### src/verilog/rac_defines.svh
// Register offsets, field positions, reset values and divider taps of the alarm/clock-output block
`ifndef RAC_DEFINES_SVH
`define RAC_DEFINES_SVH

// Register offsets
`define RAC_ADDR_MONTH      8'h07
`define RAC_ADDR_YEAR       8'h08
`define RAC_ADDR_MIN_ALARM  8'h09
`define RAC_ADDR_HOUR_ALARM 8'h0A
`define RAC_ADDR_DAY_ALARM  8'h0B
`define RAC_ADDR_WDAY_ALARM 8'h0C
`define RAC_ADDR_CLK_CTRL   8'h0D

// Field positions
`define RAC_CENTURY_BIT     7
`define RAC_ALARM_DIS_BIT   7
`define RAC_CLK_EN_BIT      7

// Writable-bit masks; masked bits read as zero
`define RAC_MONTH_MASK      8'h9F
`define RAC_YEAR_MASK       8'hFF
`define RAC_MIN_MASK        8'hFF
`define RAC_HOUR_MASK       8'hBF
`define RAC_DAY_MASK        8'hBF
`define RAC_WDAY_MASK       8'h87
`define RAC_CLK_CTRL_MASK   8'h83

// Reset values
`define RAC_MONTH_RESET     8'h01
`define RAC_YEAR_RESET      8'h00
`define RAC_ALARM_RESET     8'h80
`define RAC_CLK_CTRL_RESET  8'h80

// Oscillator divider: 32768 Hz source, taps for 1024 Hz, 32 Hz and 1 Hz
`define RAC_OSC_HZ          32768
`define RAC_DIV_W           15
`define RAC_TAP_1024HZ      4
`define RAC_TAP_32HZ        9
`define RAC_TAP_1HZ         14

`endif

### src/verilog/rac_pkg.sv
// Types shared by the alarm/clock-output block
package rac_pkg;

    typedef enum logic [1:0] {
        RAC_RATE_32K  = 2'h0,
        RAC_RATE_1024 = 2'h1,
        RAC_RATE_32   = 2'h2,
        RAC_RATE_1    = 2'h3
    } rac_rate_e;

endpackage : rac_pkg

### src/verilog/rac_clock_output_pin_if.sv
// Carrier between the register side and the clock-output generator
`timescale 1ns/1ps
`default_nettype none

interface rac_clock_output_pin_if;
    logic                osc_rise;
    logic                osc_fall;
    logic                osc_level;
    logic                enable;
    rac_pkg::rac_rate_e  rate_sel;
    logic                pin_level;
    logic                pin_oe;

    modport ctrl (
        output osc_rise,
        output osc_fall,
        output osc_level,
        output enable,
        output rate_sel,
        input  pin_level,
        input  pin_oe
    );

    modport gen (
        input  osc_rise,
        input  osc_fall,
        input  osc_level,
        input  enable,
        input  rate_sel,
        output pin_level,
        output pin_oe
    );
endinterface : rac_clock_output_pin_if

`default_nettype wire

### src/verilog/rac_clock_output_pin_gen.sv
// Clock-output generator: oscillator divider, glitch-free rate switch, pin driver
`timescale 1ns/1ps
`default_nettype none
`include "rac_defines.svh"

module rac_clock_output_pin_gen (
    // Clock, reset, enable
    input  wire logic     clk_in,
    input  wire logic     reset_in,
    input  wire logic     ce_in,
    // Link to register side
    rac_clock_output_pin_if.gen     bus
);

    logic [`RAC_DIV_W-1:0] div_r;
    rac_pkg::rac_rate_e    sel_r;
    logic                  pin_r;
    logic                  oe_r;
    logic                  src;
    logic                  safe_point;
    logic [3:0]            taps;

    // Divider advances on each oscillator rising edge
    always_ff @(posedge clk_in) begin
        if (reset_in) begin
            div_r <= '0;
        end else if (ce_in && bus.osc_rise) begin
            div_r <= div_r + 1'b1;
        end
    end

    // Old and new sources both low here, so a switch cannot cut a pulse short
    assign taps       = {div_r[`RAC_TAP_1HZ], div_r[`RAC_TAP_32HZ], div_r[`RAC_TAP_1024HZ],
                         bus.osc_level};
    assign safe_point = bus.osc_fall && !taps[sel_r] && !taps[bus.rate_sel];

    always_ff @(posedge clk_in) begin
        if (reset_in) begin
            sel_r <= rac_pkg::RAC_RATE_32K;
        end else if (ce_in && safe_point) begin
            sel_r <= bus.rate_sel;
        end
    end

    always_comb begin
        case (sel_r)
            rac_pkg::RAC_RATE_32K:  src = bus.osc_level;
            rac_pkg::RAC_RATE_1024: src = div_r[`RAC_TAP_1024HZ];
            rac_pkg::RAC_RATE_32:   src = div_r[`RAC_TAP_32HZ];
            rac_pkg::RAC_RATE_1:    src = div_r[`RAC_TAP_1HZ];
            default:                src = 1'b0;
        endcase
    end

    always_ff @(posedge clk_in) begin
        if (reset_in) begin
            pin_r <= 1'b0;
            oe_r  <= 1'b0;
        end else if (ce_in) begin
            pin_r <= bus.enable ? src : 1'b0;
            oe_r  <= bus.enable;
        end
    end

    assign bus.pin_level = pin_r;
    assign bus.pin_oe    = oe_r;

    rate_1hz_a: assert property (
        @(posedge clk_in) disable iff (reset_in)
        $past(ce_in) && $past(bus.enable) && $past(sel_r) == rac_pkg::RAC_RATE_1
        |-> pin_r == $past(div_r[`RAC_TAP_1HZ]))
        else $error("1 Hz output does not follow divider tap");

    rate_1024_a: assert property (
        @(posedge clk_in) disable iff (reset_in)
        $past(ce_in) && $past(bus.enable) && $past(sel_r) == rac_pkg::RAC_RATE_1024
        |-> pin_r == $past(div_r[`RAC_TAP_1024HZ]))
        else $error("1024 Hz output does not follow divider tap");

    switch_safe_a: assert property (
        @(posedge clk_in) disable iff (reset_in)
        $changed(sel_r) |-> !pin_r && !src)
        else $error("Rate switched while a source was high");

endmodule : rac_clock_output_pin_gen

`default_nettype wire

### src/verilog/rac_alarm_clock_output_pin.sv
// Calendar year/month registers, alarm comparator and programmable clock output
//
// What this block does
// - Month register: BCD month in bits 4..0, century in bit 7, 6..5 unused.
// - Year register at 08H holds a two-digit BCD year in all eight bits.
// - Enabled alarm fields compare against the matching running-time field.
// - Alarm flag sets when all enabled comparisons first become true together.
// - Alarm flag stays set until software clears it.
// - After clearing, only a fresh time advance into a match, or a newly appearing match, sets it again.
// - Alarm registers with disable bit 1 are excluded from the match.
// - Minute alarm at 09H: bit 7 active-low enable, bits 6..0 BCD minute.
// - Hour alarm at 0AH: bit 7 active-low enable, bits 5..0 BCD hour.
// - Day alarm at 0BH: bit 7 active-low enable, bits 5..0 BCD day.
// - Weekday alarm: bit 7 active-low enable, bits 2..0 weekday 0..6.
// - Clock-output control bit 7 at 0DH low stops the pin, high impedance.
// - Enable bit high drives the selected frequency on the clock-output pin.
// - Rate select 00/01/10/11 gives 32.768 kHz, 1024 Hz, 32 Hz, 1 Hz.
`timescale 1ns/1ps
`default_nettype none
`include "rac_defines.svh"

module rac_alarm_clock_output_pin (
    // Clock, reset, enable
    input  wire logic        clk_in,
    input  wire logic        reset_in,
    input  wire logic        ce_in,
    // Register access from the serial-bus slave
    input  wire logic        reg_wr_in,
    input  wire logic [7:0]  reg_addr_in,
    input  wire logic [7:0]  reg_wdata_in,
    output logic      [7:0]  reg_rdata_out,
    // Running time from the time-keeping counters
    input  wire logic [6:0]  cur_minute_in,
    input  wire logic [5:0]  cur_hour_in,
    input  wire logic [5:0]  cur_day_in,
    input  wire logic [2:0]  cur_weekday_in,
    // Alarm flag
    input  wire logic        alarm_flag_clear_in,
    output logic             alarm_match_flag_out,
    // Oscillator and clock-output pin
    input  wire logic        osc_in,
    output logic             clock_output_pin_out,
    output logic             clock_output_pin_oe_out
);

    // Register file
    logic [7:0] month_r;
    logic [7:0] year_count_r;
    logic [7:0] minute_alarm_r;
    logic [7:0] hour_alarm_r;
    logic [7:0] day_alarm_r;
    logic [7:0] weekday_alarm_r;
    logic [7:0] clock_output_control_r;
    logic [7:0] rdata_r;
    logic [7:0] rdata_nxt;
    logic       wr_en;

    // Alarm state
    logic [6:0] prev_minute_r;
    logic [5:0] prev_hour_r;
    logic [5:0] prev_day_r;
    logic [2:0] prev_weekday_r;
    logic       match_prev_r;
    logic       alarm_match_flag_r;
    logic       min_hit;
    logic       hour_hit;
    logic       day_hit;
    logic       wday_hit;
    logic       any_enabled;
    logic       alarm_match;
    logic       time_changed;
    logic       alarm_set;

    // Oscillator synchroniser
    logic       osc_meta_r;
    logic       osc_sync_r;
    logic       osc_prev_r;

    rac_clock_output_pin_if clk_bus ();

    assign wr_en = ce_in && reg_wr_in;

    always_ff @(posedge clk_in) begin
        if (reset_in) begin
            month_r                <= `RAC_MONTH_RESET;
            year_count_r           <= `RAC_YEAR_RESET;
            minute_alarm_r         <= `RAC_ALARM_RESET;
            hour_alarm_r           <= `RAC_ALARM_RESET;
            day_alarm_r            <= `RAC_ALARM_RESET;
            weekday_alarm_r        <= `RAC_ALARM_RESET;
            clock_output_control_r <= `RAC_CLK_CTRL_RESET;
        end else if (wr_en) begin
            case (reg_addr_in)
                `RAC_ADDR_MONTH:      month_r                <= reg_wdata_in & `RAC_MONTH_MASK;
                `RAC_ADDR_YEAR:       year_count_r           <= reg_wdata_in & `RAC_YEAR_MASK;
                `RAC_ADDR_MIN_ALARM:  minute_alarm_r         <= reg_wdata_in & `RAC_MIN_MASK;
                `RAC_ADDR_HOUR_ALARM: hour_alarm_r           <= reg_wdata_in & `RAC_HOUR_MASK;
                `RAC_ADDR_DAY_ALARM:  day_alarm_r            <= reg_wdata_in & `RAC_DAY_MASK;
                `RAC_ADDR_WDAY_ALARM: weekday_alarm_r        <= reg_wdata_in & `RAC_WDAY_MASK;
                `RAC_ADDR_CLK_CTRL:   clock_output_control_r <= reg_wdata_in & `RAC_CLK_CTRL_MASK;
                default:              month_r                <= month_r;
            endcase
        end
    end

    // Read data; unmapped offsets read zero
    always_comb begin
        case (reg_addr_in)
            `RAC_ADDR_MONTH:      rdata_nxt = month_r;
            `RAC_ADDR_YEAR:       rdata_nxt = year_count_r;
            `RAC_ADDR_MIN_ALARM:  rdata_nxt = minute_alarm_r;
            `RAC_ADDR_HOUR_ALARM: rdata_nxt = hour_alarm_r;
            `RAC_ADDR_DAY_ALARM:  rdata_nxt = day_alarm_r;
            `RAC_ADDR_WDAY_ALARM: rdata_nxt = weekday_alarm_r;
            `RAC_ADDR_CLK_CTRL:   rdata_nxt = clock_output_control_r;
            default:              rdata_nxt = 8'h00;
        endcase
    end

    always_ff @(posedge clk_in) begin
        if (reset_in) begin
            rdata_r <= 8'h00;
        end else if (ce_in) begin
            rdata_r <= rdata_nxt;
        end
    end

    assign reg_rdata_out = rdata_r;

    // Field comparisons; a disabled field counts as a hit
    assign min_hit  = minute_alarm_r[`RAC_ALARM_DIS_BIT]
                      || (minute_alarm_r[6:0] == cur_minute_in);
    assign hour_hit = hour_alarm_r[`RAC_ALARM_DIS_BIT]
                      || (hour_alarm_r[5:0] == cur_hour_in);
    assign day_hit  = day_alarm_r[`RAC_ALARM_DIS_BIT]
                      || (day_alarm_r[5:0] == cur_day_in);
    assign wday_hit = weekday_alarm_r[`RAC_ALARM_DIS_BIT]
                      || (weekday_alarm_r[2:0] == cur_weekday_in);

    // With every field disabled there is nothing to match
    assign any_enabled = !(minute_alarm_r[`RAC_ALARM_DIS_BIT]
                           && hour_alarm_r[`RAC_ALARM_DIS_BIT]
                           && day_alarm_r[`RAC_ALARM_DIS_BIT]
                           && weekday_alarm_r[`RAC_ALARM_DIS_BIT]);

    assign alarm_match = any_enabled && min_hit && hour_hit && day_hit && wday_hit;

    assign time_changed = (cur_minute_in  != prev_minute_r)
                       || (cur_hour_in    != prev_hour_r)
                       || (cur_day_in     != prev_day_r)
                       || (cur_weekday_in != prev_weekday_r);

    // Fresh match: time just advanced into it, or the match just appeared
    assign alarm_set = alarm_match && (time_changed || !match_prev_r);

    always_ff @(posedge clk_in) begin
        if (reset_in) begin
            prev_minute_r  <= 7'h00;
            prev_hour_r    <= 6'h00;
            prev_day_r     <= 6'h00;
            prev_weekday_r <= 3'h0;
            match_prev_r   <= 1'b0;
        end else if (ce_in) begin
            prev_minute_r  <= cur_minute_in;
            prev_hour_r    <= cur_hour_in;
            prev_day_r     <= cur_day_in;
            prev_weekday_r <= cur_weekday_in;
            match_prev_r   <= alarm_match;
        end
    end

    // Sticky flag; a set in the clearing cycle wins
    always_ff @(posedge clk_in) begin
        if (reset_in) begin
            alarm_match_flag_r <= 1'b0;
        end else if (ce_in) begin
            if (alarm_set) begin
                alarm_match_flag_r <= 1'b1;
            end else if (alarm_flag_clear_in) begin
                alarm_match_flag_r <= 1'b0;
            end
        end
    end

    assign alarm_match_flag_out = alarm_match_flag_r;

    // Oscillator crosses into clk_in through two flip-flops
    always_ff @(posedge clk_in) begin
        if (reset_in) begin
            osc_meta_r <= 1'b0;
            osc_sync_r <= 1'b0;
            osc_prev_r <= 1'b0;
        end else if (ce_in) begin
            osc_meta_r <= osc_in;
            osc_sync_r <= osc_meta_r;
            osc_prev_r <= osc_sync_r;
        end
    end

    assign clk_bus.osc_rise  = osc_sync_r && !osc_prev_r;
    assign clk_bus.osc_fall  = !osc_sync_r && osc_prev_r;
    assign clk_bus.osc_level = osc_sync_r;
    assign clk_bus.enable    = clock_output_control_r[`RAC_CLK_EN_BIT];
    assign clk_bus.rate_sel  = rac_pkg::rac_rate_e'(clock_output_control_r[1:0]);

    rac_clock_output_pin_gen u_clock_output_pin_gen (
        .clk_in   (clk_in),
        .reset_in (reset_in),
        .ce_in    (ce_in),
        .bus      (clk_bus.gen)
    );

    // Pin level is forced low while undriven
    assign clock_output_pin_out    = clk_bus.pin_level;
    assign clock_output_pin_oe_out = clk_bus.pin_oe;

    month_write_a: assert property (
        @(posedge clk_in) disable iff (reset_in)
        wr_en && reg_addr_in == `RAC_ADDR_MONTH
        |=> month_r == {$past(reg_wdata_in[7]), 2'h0, $past(reg_wdata_in[4:0])})
        else $error("Month register did not store century and BCD month");

    year_write_a: assert property (
        @(posedge clk_in) disable iff (reset_in)
        wr_en && reg_addr_in == `RAC_ADDR_YEAR
        ##1 ce_in && !reg_wr_in && reg_addr_in == `RAC_ADDR_YEAR
        |=> reg_rdata_out == $past(year_count_r, 1) && year_count_r == $past(reg_wdata_in, 2))
        else $error("Year write not read back");

    field_miss_a: assert property (
        @(posedge clk_in) disable iff (reset_in)
        !hour_alarm_r[`RAC_ALARM_DIS_BIT] && hour_alarm_r[5:0] != cur_hour_in
        |-> !alarm_match)
        else $error("Enabled hour mismatch still matched");

    flag_set_a: assert property (
        @(posedge clk_in) disable iff (reset_in)
        ce_in && alarm_match && !match_prev_r |=> alarm_match_flag_out)
        else $error("Alarm flag not set on first match");

    flag_hold_a: assert property (
        @(posedge clk_in) disable iff (reset_in)
        alarm_match_flag_out && !(ce_in && alarm_flag_clear_in) |=> alarm_match_flag_out)
        else $error("Alarm flag dropped without a clear");

    no_reset_a: assert property (
        @(posedge clk_in) disable iff (reset_in)
        ce_in && alarm_flag_clear_in && alarm_match && match_prev_r && !time_changed
        ##1 ce_in && alarm_match && !time_changed
        |-> !alarm_match_flag_r ##1 !alarm_match_flag_r)
        else $error("Persisting match set the flag again");

    disabled_ignored_a: assert property (
        @(posedge clk_in) disable iff (reset_in)
        !any_enabled |-> !alarm_match ##1 !$rose(alarm_match_flag_r) || $past(alarm_set))
        else $error("Alarm matched with every field disabled");

    minute_field_a: assert property (
        @(posedge clk_in) disable iff (reset_in)
        minute_alarm_r[`RAC_ALARM_DIS_BIT] |-> min_hit)
        else $error("Disabled minute alarm was compared");

    hour_mask_a: assert property (
        @(posedge clk_in) disable iff (reset_in)
        hour_alarm_r[6] == 1'b0 && day_alarm_r[6] == 1'b0)
        else $error("Unused hour or day alarm bit set");

    wday_mask_a: assert property (
        @(posedge clk_in) disable iff (reset_in)
        weekday_alarm_r[6:3] == 4'h0)
        else $error("Unused weekday alarm bits set");

    pin_hiz_a: assert property (
        @(posedge clk_in) disable iff (reset_in)
        ce_in && !clock_output_control_r[`RAC_CLK_EN_BIT]
        |=> !clock_output_pin_oe_out && !clock_output_pin_out)
        else $error("Clock output driven while disabled");

    pin_drive_a: assert property (
        @(posedge clk_in) disable iff (reset_in)
        ce_in && clock_output_control_r[`RAC_CLK_EN_BIT] |=> clock_output_pin_oe_out)
        else $error("Clock output not driven while enabled");

    flag_timely_a: assert property (
        @(posedge clk_in) disable iff (reset_in)
        ce_in && alarm_match && time_changed |=> alarm_match_flag_out)
        else $error("Time advance into match did not set the flag");

    flag_clear_a: assert property (
        @(posedge clk_in) disable iff (reset_in)
        ce_in && alarm_flag_clear_in && !alarm_set |=> !alarm_match_flag_out)
        else $error("Alarm flag not cleared by software");

    set_wins_a: assert property (
        @(posedge clk_in) disable iff (reset_in)
        ce_in && alarm_set && alarm_flag_clear_in |=> alarm_match_flag_out)
        else $error("Clear in the set cycle dropped the alarm flag");

    ce_freeze_a: assert property (
        @(posedge clk_in) disable iff (reset_in)
        !ce_in |=> $stable(year_count_r) && $stable(alarm_match_flag_r) && $stable(rdata_r))
        else $error("State changed while the clock enable was low");

endmodule : rac_alarm_clock_output_pin

`default_nettype wire

### config.mk
export PLATFORM = sky130hd
export DESIGN_NAME = rac_alarm_clock_output_pin
export DESIGN_NICKNAME = d
export VERILOG_FILES = /design/src/verilog/rac_pkg.sv /design/src/verilog/rac_clock_output_pin_if.sv /design/src/verilog/rac_clock_output_pin_gen.sv /design/src/verilog/rac_alarm_clock_output_pin.sv
export VERILOG_INCLUDE_DIRS = /design/src /design/src/verilog
export SDC_FILE = /design/constraint.sdc
export NUM_CORES = 1
export LEC_CHECK = 0
export ABC_AREA = 1
export BUFFER_PORTS_ARGS = -buffer_cell sky130_fd_sc_hd__buf_2
export CAP_MARGIN = 20
export CORE_AREA = 4 4 158 99
export CTS_BUF_LIST = sky130_fd_sc_hd__clkbuf_16
export CTS_CLUSTER_SIZE = 20
export DETAILED_ROUTE_END_ITERATION = 16
export DIE_AREA = 0 0 162 103
export HOLD_SLACK_MARGIN = 0.02
export SLEW_MARGIN = 5
export SYNTH_ARGS = -nofsm -noshare
export SYNTH_HDL_FRONTEND = slang
export SYNTH_SLANG_ARGS = --single-unit
### constraint.sdc
create_clock -name clk_in -period 1.7 [get_ports clk_in]
set_clock_uncertainty 0.1 [all_clocks]
set_input_delay 0.17 -clock clk_in [delete_from_list [all_inputs] [get_ports clk_in]]
set_output_delay 0.17 -clock clk_in [all_outputs]
set_load 0.05 [all_outputs]
==> results of run 1 <==
-- timing repair --
item | CTS | global route
resized for setup | 0 | 7
hold buffers | 10 | 0
endpoints found under the hold margin | 10 | 0
setup endpoints to repair | 0 | 7
-- metal layers --
metal  GRT usage [%]  wire (um)  vias up
li1                -          -     2460
met3           3.596       1121        7
met5               0          0        -
met4           2.924         66        0
met2           22.29       4919      156
met1           28.88       7862     2066
-- sequential cells by signal, indices dropped and copies added, names as in the netlist, 2 cells and up --
register and count:
u_clock_output_pin_gen.div_r 15, prev_day_r 6, prev_hour_r 6, month_r 6
day_alarm_r 7, prev_weekday_r 3, hour_alarm_r 7, clock_output_control_r 3
u_clock_output_pin_gen.sel_r 2, year_count_r 8, prev_minute_r 7, weekday_alarm_r 4
minute_alarm_r 8, reg_rdata_out 8
-- synth_stat cells (all sizes together), types with 6 or more instances --
cell type	number
nand2	175
dfxtp	97
inv	96
o21ai	92
nor2	80
a21oi	78
nand3	48
clkbuf	13
buf	11
nor3	11
xnor2	7
o211ai	6
-- stage by stage --
stage	hold slack (ps)	util [%]	TNS, ps	total power (W)
after global routing	42.68	40.68	-32.53	0.005182
after CTS	21.35	40.46	0	0.005000
after global placement	300.0	37.56	0	0.002848
after floorplan	200.4	-	0	0.002670
after detailed placement	313.6	37.56	0	0.002852
final	31.18	40.68	0	0.004983
-- final cells by class --
type / count / share of cell area, %
inverters: 97 / 6.320
well taps: 198 / 4.286
repair buffers: 74 / 7.922
clock buffers: 9 / 3.896
multi-input cells: 508 / 42.47
clock inverters: 7 / 1.515
flip-flops and latches: 97 / 33.59
-- cell families after synthesis --
kind of cell               count (synthesis)  synth area share [%]
and+or+nand+nor                          318                 28.73
buffers and inverters                    121                 10.03
AOI/OAI and AO/OA                        178                 18.98
DFF                                       97                 40.02
adders and majority gates                  1                0.2578
xor gates and xnor gates                  11                 1.986
-- power by group --
group,switching (W),internal (W)
Combinational,0.000313,0.000163
Clock,0.000989,0.00117
Sequential,0.0000312,0.00232
-- worst paths after layout --
check,start,to,slack (ps),depth (start not counted)
setup / recovery,cur_weekday_in[2],alarm_match_flag_out,40,11
hold / removal,cur_hour_in[0],prev_hour_r[0],30,3
setup reg to reg,clk_bus.osc_level,u_clock_output_pin_gen.div_r[11],150,8
hold reg to reg,year_count_r[6],year_count_r[6],360,2
-- tightest hold or removal path, stage by stage --
cell,delay [ps]
buf_2,110
inv_1,80
a21oi_1,70
==> results.toml, run 1 <==
[outcome]
outcome = "complete, no violations"

[placement]
place_hpwl_um = 10370
routabilityCongestion = 0.8463
port_buffers = 54
post-place-ws_ps = 36.85
placed_cells = 964
placed_area_mm2 = 0.005336

[detailed_routing]
antenna_left = 0
vias = 4689
wl_per_cell_um = 14.11
finalWirelength_um = 13970
drc = 0
dr.pass1.iters = 5
via_per_inst = 4.736
drtIter0Drc = 440

[cts]
clkLatencyLatePin_ps = 350
htree_levels = 3
clock-sinks = 97
cts_root_buf = "clkbuf_16"
clkTransAtPathRegs_ps = 80
clock_path_buffers = 2
cts_tree = "done"
cts_buffers = 9
cts_setup_buffers = 0

[grt]
grt_max_degree = 81
grt.overflow.total = 0
antenna_found_initial = 0
first_global_vias = 4198
grt_use_total_pct = 17.34
grt_pass1_wl_um = 22670

[setup_path]
crit_slowest_cell = "dlygate4sd3_1"
cp_max_fo = 3
crit_type = "input pin to flip-flop"
cp_num_buf_inv = 3
path_cells = "dlygate4sd3_1, buf_2, inv_1, nand2_1, nand2_1, nor2_1, nand2_1, nor2_1, nand3_1, nand3_1, a21oi_1"
arrival_ps = 1790
crit_path_max_incr_delay_ps = 520
crit_required_ps = 1840
critPathTopFamily = "simple AND/OR/NAND/NOR gates"
crit_path_end_kind = "flip-flop"
start_kind = "input pin"
path_common_cell = "nand2_1"

[synthesis]
synth-main-ff-cell = "dfxtp_1"
ys_top_cells_by_area = "dfxtp_1, nand2_1, o21ai_0, a21oi_1, inv_1"
synthDistinctLibCells = 31
synth.ff_latch_count = 97
synth_seq_area_share_pct = 40.02
ys_warn_count = 0
synth_nets = 771
netlist_area_mm2 = 0.004852
synth_top_area_share_pct = 40.02
avgSynthCellArea_um2 = 6.683
synth_edf_count = 0
syn_inst = 726
yosys.area.top_type = "dfxtp_1"
async_flop_share_pct = 0

[sta]
fin_crit_sh_pct = 97.57
fin_crit_ps = 1659
worst_slew_pin_slew_ps = 451.5
fmax_mhz = 602.9
worst_slack_ps = 41.30
rsz0062_at_grt = "yes"
slew_violations = 0
final_hold_viol_count = 0
relSlewSlack_pct = 69.58
finalSetupViolations = 0

[job]
maxCapViolCount = 0

[final_layout]
final_cell_mix = "nand2_1, dfxtp_1, inv_1"
final_cell_area_mm2 = 0.005781
seq_area_mm2 = 0.001942
mostFrequentLayoutCell = "nand2_1"
drive_above_1_share_pct = 14.77
fin_cells = 990
fill_cells = 1571
nNetsFinal = 832
num_antenna_cells = 0
synthToLayoutAreaGrowth_pct = 19.13
multi_input_area_mm2 = 0.002455

[die]
ioPinCount = 55
dieArea_mm2 = 0.01669
die_h_um = 103
initial_core_util_pct = 34.15
core_area_mm2 = 0.01421
die_w_um = 162
row_count = 34

[power]
power_density_mw_per_mm2 = 862.1
vdd_ir_drop_max_v = 0.0004758
leakage_nw = 2.467

[worst_hold_path]
hp-class = "input pin to flip-flop"
Power figures use the tool's default switching activity.
==> run 2, diff against run 1 <==
Settings changed: PLACE_DENSITY from default to 0.56.
==> results.toml, run 2 (same netlist as run 1, synthesis figures left out) <==
[outcome]
outcome = "complete, no violations"

[cts]
cts_root_buf = "clkbuf_16"
cts_tree = "done"
clkLatencyLatePin_ps = 350
htree_levels = 3
clock_path_buffers = 2
clkTransAtPathRegs_ps = 70
cts_setup_buffers = 0
clock-sinks = 97
cts_buffers = 9

[setup_path]
crit_type = "flip-flop to flip-flop"
path_cells = "inv_2, nor2_2, nand2_2, nor2_2, nand2_1, nor2_2, nand4_1, xor2_1, nor2_1"
cp_num_buf_inv = 1
arrival_ps = 1680
path_common_cell = "nor2_2"
critPathTopFamily = "simple AND/OR/NAND/NOR gates"
cp_max_fo = 5
crit_required_ps = 1840
crit_slowest_cell = "dfxtp_1"
start_kind = "flip-flop"
crit_path_max_incr_delay_ps = 390
crit_path_end_kind = "flip-flop"

[grt]
first_global_vias = 4151
grt_max_degree = 52
antenna_found_initial = 0
grt_pass1_wl_um = 22780
grt.overflow.total = 0
grt_use_total_pct = 17.51

[worst_hold_path]
hp-class = "input pin to flip-flop"

[detailed_routing]
wl_met2_um = 5021
via_per_inst = 4.638
dr_wl_met3_um = 896
dr.pass1.iters = 5
vias = 4619
finalWirelength_um = 14190
antenna_left = 0
met1Wirelength_um = 8166
drtIter0Drc = 345
wl_per_cell_um = 14.25
drc = 0
top_layer_used = "met4"

[final_layout]
regMostFlops = "u_clock_output_pin_gen.div_r"
largest_reg_flops = 15
nNetsFinal = 838
drive_above_1_share_pct = 14.54
num_antenna_cells = 0
mostFrequentLayoutCell = "nand2_1"
final_core_util_pct = 40.77
synthToLayoutAreaGrowth_pct = 19.39
final_cell_mix = "nand2_1, dfxtp_1, inv_1"
fin_cells = 996

[power]
p_switching_w = 0.001290
clkPwrFrac_pct = 42.5
vdd_ir_drop_max_v = 0.0004477
p_total_w = 0.004932
p_int_w = 0.003642
power_density_mw_per_mm2 = 851.4
leakage_nw = 2.476
pwr-share-seq_pct = 47.6
combinationalPowerShare_pct = 9.8
p_sw_share_pct = 26.15

[placement]
placed_cells = 968
port_buffers = 54
place_hpwl_um = 10810
routabilityCongestion = 0.8031

[die]
initial_core_util_pct = 34.15
die_h_um = 103
ioPinCount = 55
core_area_mm2 = 0.01421
row_count = 34
dieArea_mm2 = 0.01669
die_w_um = 162

[sta]
rsz0062_at_grt = "no"
finalSetupViolations = 0
fin_tns_setup_ps = 0
worst_slew_pin_slew_ps = 383.0
hold_ws_ps = 37.41
final_hold_viol_count = 0
fin_crit_sh_pct = 90.63
fmax_mhz = 649.1
slew_violations = 0
fin_crit_ps = 1541
relSlewSlack_pct = 74.47

[job]
maxCapViolCount = 0
==> run 2: cell count changes in the layout (fill, tap and decap cells not counted), sizes merged <==
cell,delta
clkinvlp,-1
buf,+4
clkinv,+1
dlygate4sd3,+2
==> run 2: final timing paths <==
check | slack [ps] | start | depth (start not counted) | end
setup / recovery | 160 | clk_bus.osc_level | 9 | u_clock_output_pin_gen.div_r[13]
hold / removal | 40 | cur_minute_in[2] | 3 | prev_minute_r[2]
hold reg to reg | 360 | year_count_r[5] | 2 | year_count_r[5]
setup reg to reg | 160 | clk_bus.osc_level | 9 | u_clock_output_pin_gen.div_r[13]
==> run 2: worst min-delay path, cell delays in order <==
cell and delay [ps]:
buf_2 110, inv_1 90, a21oi_1 70
==> run 2: final cells by class <==
class                           count  area (um2)
Timing Repair Buffer               80       508.0
Multi-Input combinational cell    508        2429
Inverter                           97       365.4
Fill cell                        1522        8416
Tap cell                          198       247.7
Clock inverter                      7       76.32
Clock buffer                        9       225.2
Sequential cell                    97        1942
==> run 2: power by group through the flow <==
stage	logic, W	registers [W]	clock network [W]
after floorplan	0.000265	0.00241	0
after global placement	0.000462	0.00240	0
after detailed placement	0.000462	0.00240	0
after global routing	0.000543	0.00236	0.00224
final	0.000485	0.00235	0.00210
after CTS	0.000486	0.00235	0.00216
==> run 2: what timing repair did <==
item                                    in CTS  in global routing
hold buffers                                12                  0
gates resized for setup                      0                  1
endpoints found under the setup margin       0                  1
hold endpoints to repair                    12                  0
==> run 2: stage by stage <==
step	setup slack, ps	instance area, um2
floorplan	355.4	4852
global placement	134.8	5366
finish	159.4	5793
detailed placement	119.2	5366
global route	24.73	5793
CTS	135.8	5788
==> run 2: routing by layer <==
metal  vias to the layer above  global-route usage [%]
met3                         8                   3.955
met2                       121                   22.25
li1                       2475                       -
met5                         -                       0
met4                         0                   3.509
met1                      2015                   28.93
==> run 3, diff against run 2 <==
Settings changed: CTS_BUF_LIST sky130_fd_sc_hd__clkbuf_16 to sky130_fd_sc_hd__clkbuf_8, HOLD_SLACK_MARGIN 0.02 to default.
==> results.toml, run 3 (same netlist as run 1, synthesis figures left out) <==
[cts]
cts_buffers = 9
clock-sinks = 97
cts_setup_buffers = 0
cts_root_buf = "clkbuf_8"
clkLatencyLatePin_ps = 380
clkTransAtPathRegs_ps = 110
htree_levels = 3
cts_tree = "done"
clock_path_buffers = 2

[final_layout]
synthToLayoutAreaGrowth_pct = 18.39
drive_above_1_share_pct = 14.71
fin_cells = 1000
num_antenna_cells = 0
largest_reg_flops = 15
regMostFlops = "u_clock_output_pin_gen.div_r"
mostFrequentLayoutCell = "nand2_1"
final_cell_mix = "nand2_1, dfxtp_1, inv_1"
nNetsFinal = 842
fill_cells = 1533

[detailed_routing]
drc = 0
drtIter0Drc = 289
wl_per_cell_um = 14.16
antenna_left = 0
dr.pass1.iters = 4
vias = 4620
finalWirelength_um = 14160
via_per_inst = 4.620

[sta]
fin_crit_ps = 1548
finalSetupViolations = 0
slew_violations = 0
fmax_mhz = 646.0
fin_crit_sh_pct = 91.05
relSlewSlack_pct = 74.94
worst_slew_pin_slew_ps = 376.0
final_hold_viol_count = 0
fin_tns_setup_ps = 0
rsz0062_at_grt = "no"

[setup_path]
crit_path_end_kind = "flip-flop"
crit_path_max_incr_delay_ps = 400
path_common_cell = "nor2_2"
r2r_slack_ps = 150
startpoint = "clk_bus.osc_level"
arrival_ps = 1720
crit_required_ps = 1870
reg2reg_from = "clk_bus.osc_level"
start_kind = "flip-flop"
crit_type = "flip-flop to flip-flop"
path_cells = "inv_2, nor2_2, nand2_2, nor2_2, nand2_1, nor2_2, nand4_1, xor2_1, nor2_1"
critPathTopFamily = "simple AND/OR/NAND/NOR gates"
crit_slowest_cell = "dfxtp_1"
cp_num_buf_inv = 1
cp_max_fo = 5

[grt]
first_global_vias = 4153
grt_use_total_pct = 17.53
grt_pass1_wl_um = 22830
antenna_found_initial = 0
grt_max_degree = 52
grt.overflow.total = 0

[placement]
routabilityCongestion = 0.8031
placed_cells = 968
place_hpwl_um = 10810
port_buffers = 54

[job]
maxCapViolCount = 0

[die]
dieArea_mm2 = 0.01669
initial_core_util_pct = 34.15
row_count = 34
die_w_um = 162
core_area_mm2 = 0.01421
die_h_um = 103
ioPinCount = 55

[power]
leakage_nw = 2.452
p_total_w = 0.004463
vdd_ir_drop_max_v = 0.0003220
power_density_mw_per_mm2 = 777.0

[outcome]
outcome = "complete, no violations"

[worst_hold_path]
hp-class = "input pin to flip-flop"
hp-start = "cur_day_in[1]"
-- run 3: changes by cell type in the layout (fill, tap and decap cells not counted), sizes merged --
cell	previous run	this run
clkbuf	9	10
clkinv	4	3
dlygate4sd3	12	16
-- run 3: per-stage QoR --
| step | util (%) | cell area [um2] | hold WS (ps) | setup WS, ps |
|---|---|---|---|---|
| final | 40.43 | 5744 | 16.48 | 152.1 |
| after global placement | 37.77 | 5366 | 296.2 | 134.8 |
| after floorplan | - | 4852 | 200.4 | 355.4 |
| after CTS | 40.38 | 5737 | 7.216 | 126.3 |
| after detailed placement | 37.77 | 5366 | 300.7 | 119.2 |
| after global routing | 40.43 | 5744 | 5.982 | 26.42 |
-- run 3: tightest hold or removal path, cell delays in order --
cell,delay [ps]
buf_2,110
inv_1,110
a21oi_1,80
-- run 3: per-layer routing --
| metal | GRT usage, % | wire length (um) | vias up |
|---|---|---|---|
| li1 | - | - | 2481 |
| met1 | 29.04 | 8276 | 2028 |
| met2 | 22.25 | 4952 | 101 |
| met3 | 4.035 | 833 | 10 |
| met4 | 3.314 | 97 | 0 |
| met5 | 0 | 0 | - |
-- run 3: area by class of cell --
cell class	instances	area [um2]	share of cell area [%]
clock buffers	10	137.6	2.396
inverters	97	365.4	6.360
well taps	198	247.7	4.313
clock inverters	6	72.57	1.263
flip-flops and latches	97	1942	33.81
repair buffers	84	548.0	9.540
multi-input cells	508	2431	42.32
-- run 3: power breakdown --
group | leakage, nW | internal (W) | switching [W]
combinational | 1.56 | 0.000177 | 0.000317
sequential | 0.788 | 0.00232 | 0.0000309
clock | 0.103 | 0.000737 | 0.000883
-- run 3: worst paths after layout --
path | endpoint | cells after the start
max reg2reg | u_clock_output_pin_gen.div_r[13] | 9
min | prev_day_r[1] | 3
max | u_clock_output_pin_gen.div_r[13] | 9
min reg2reg | year_count_r[5] | 2
-- run 3: repair_timing --
action                     CTS  global route
hold endpoints to repair    16             0
gates resized for setup      0             2
setup endpoints to repair    0             2
hold buffers                16             0
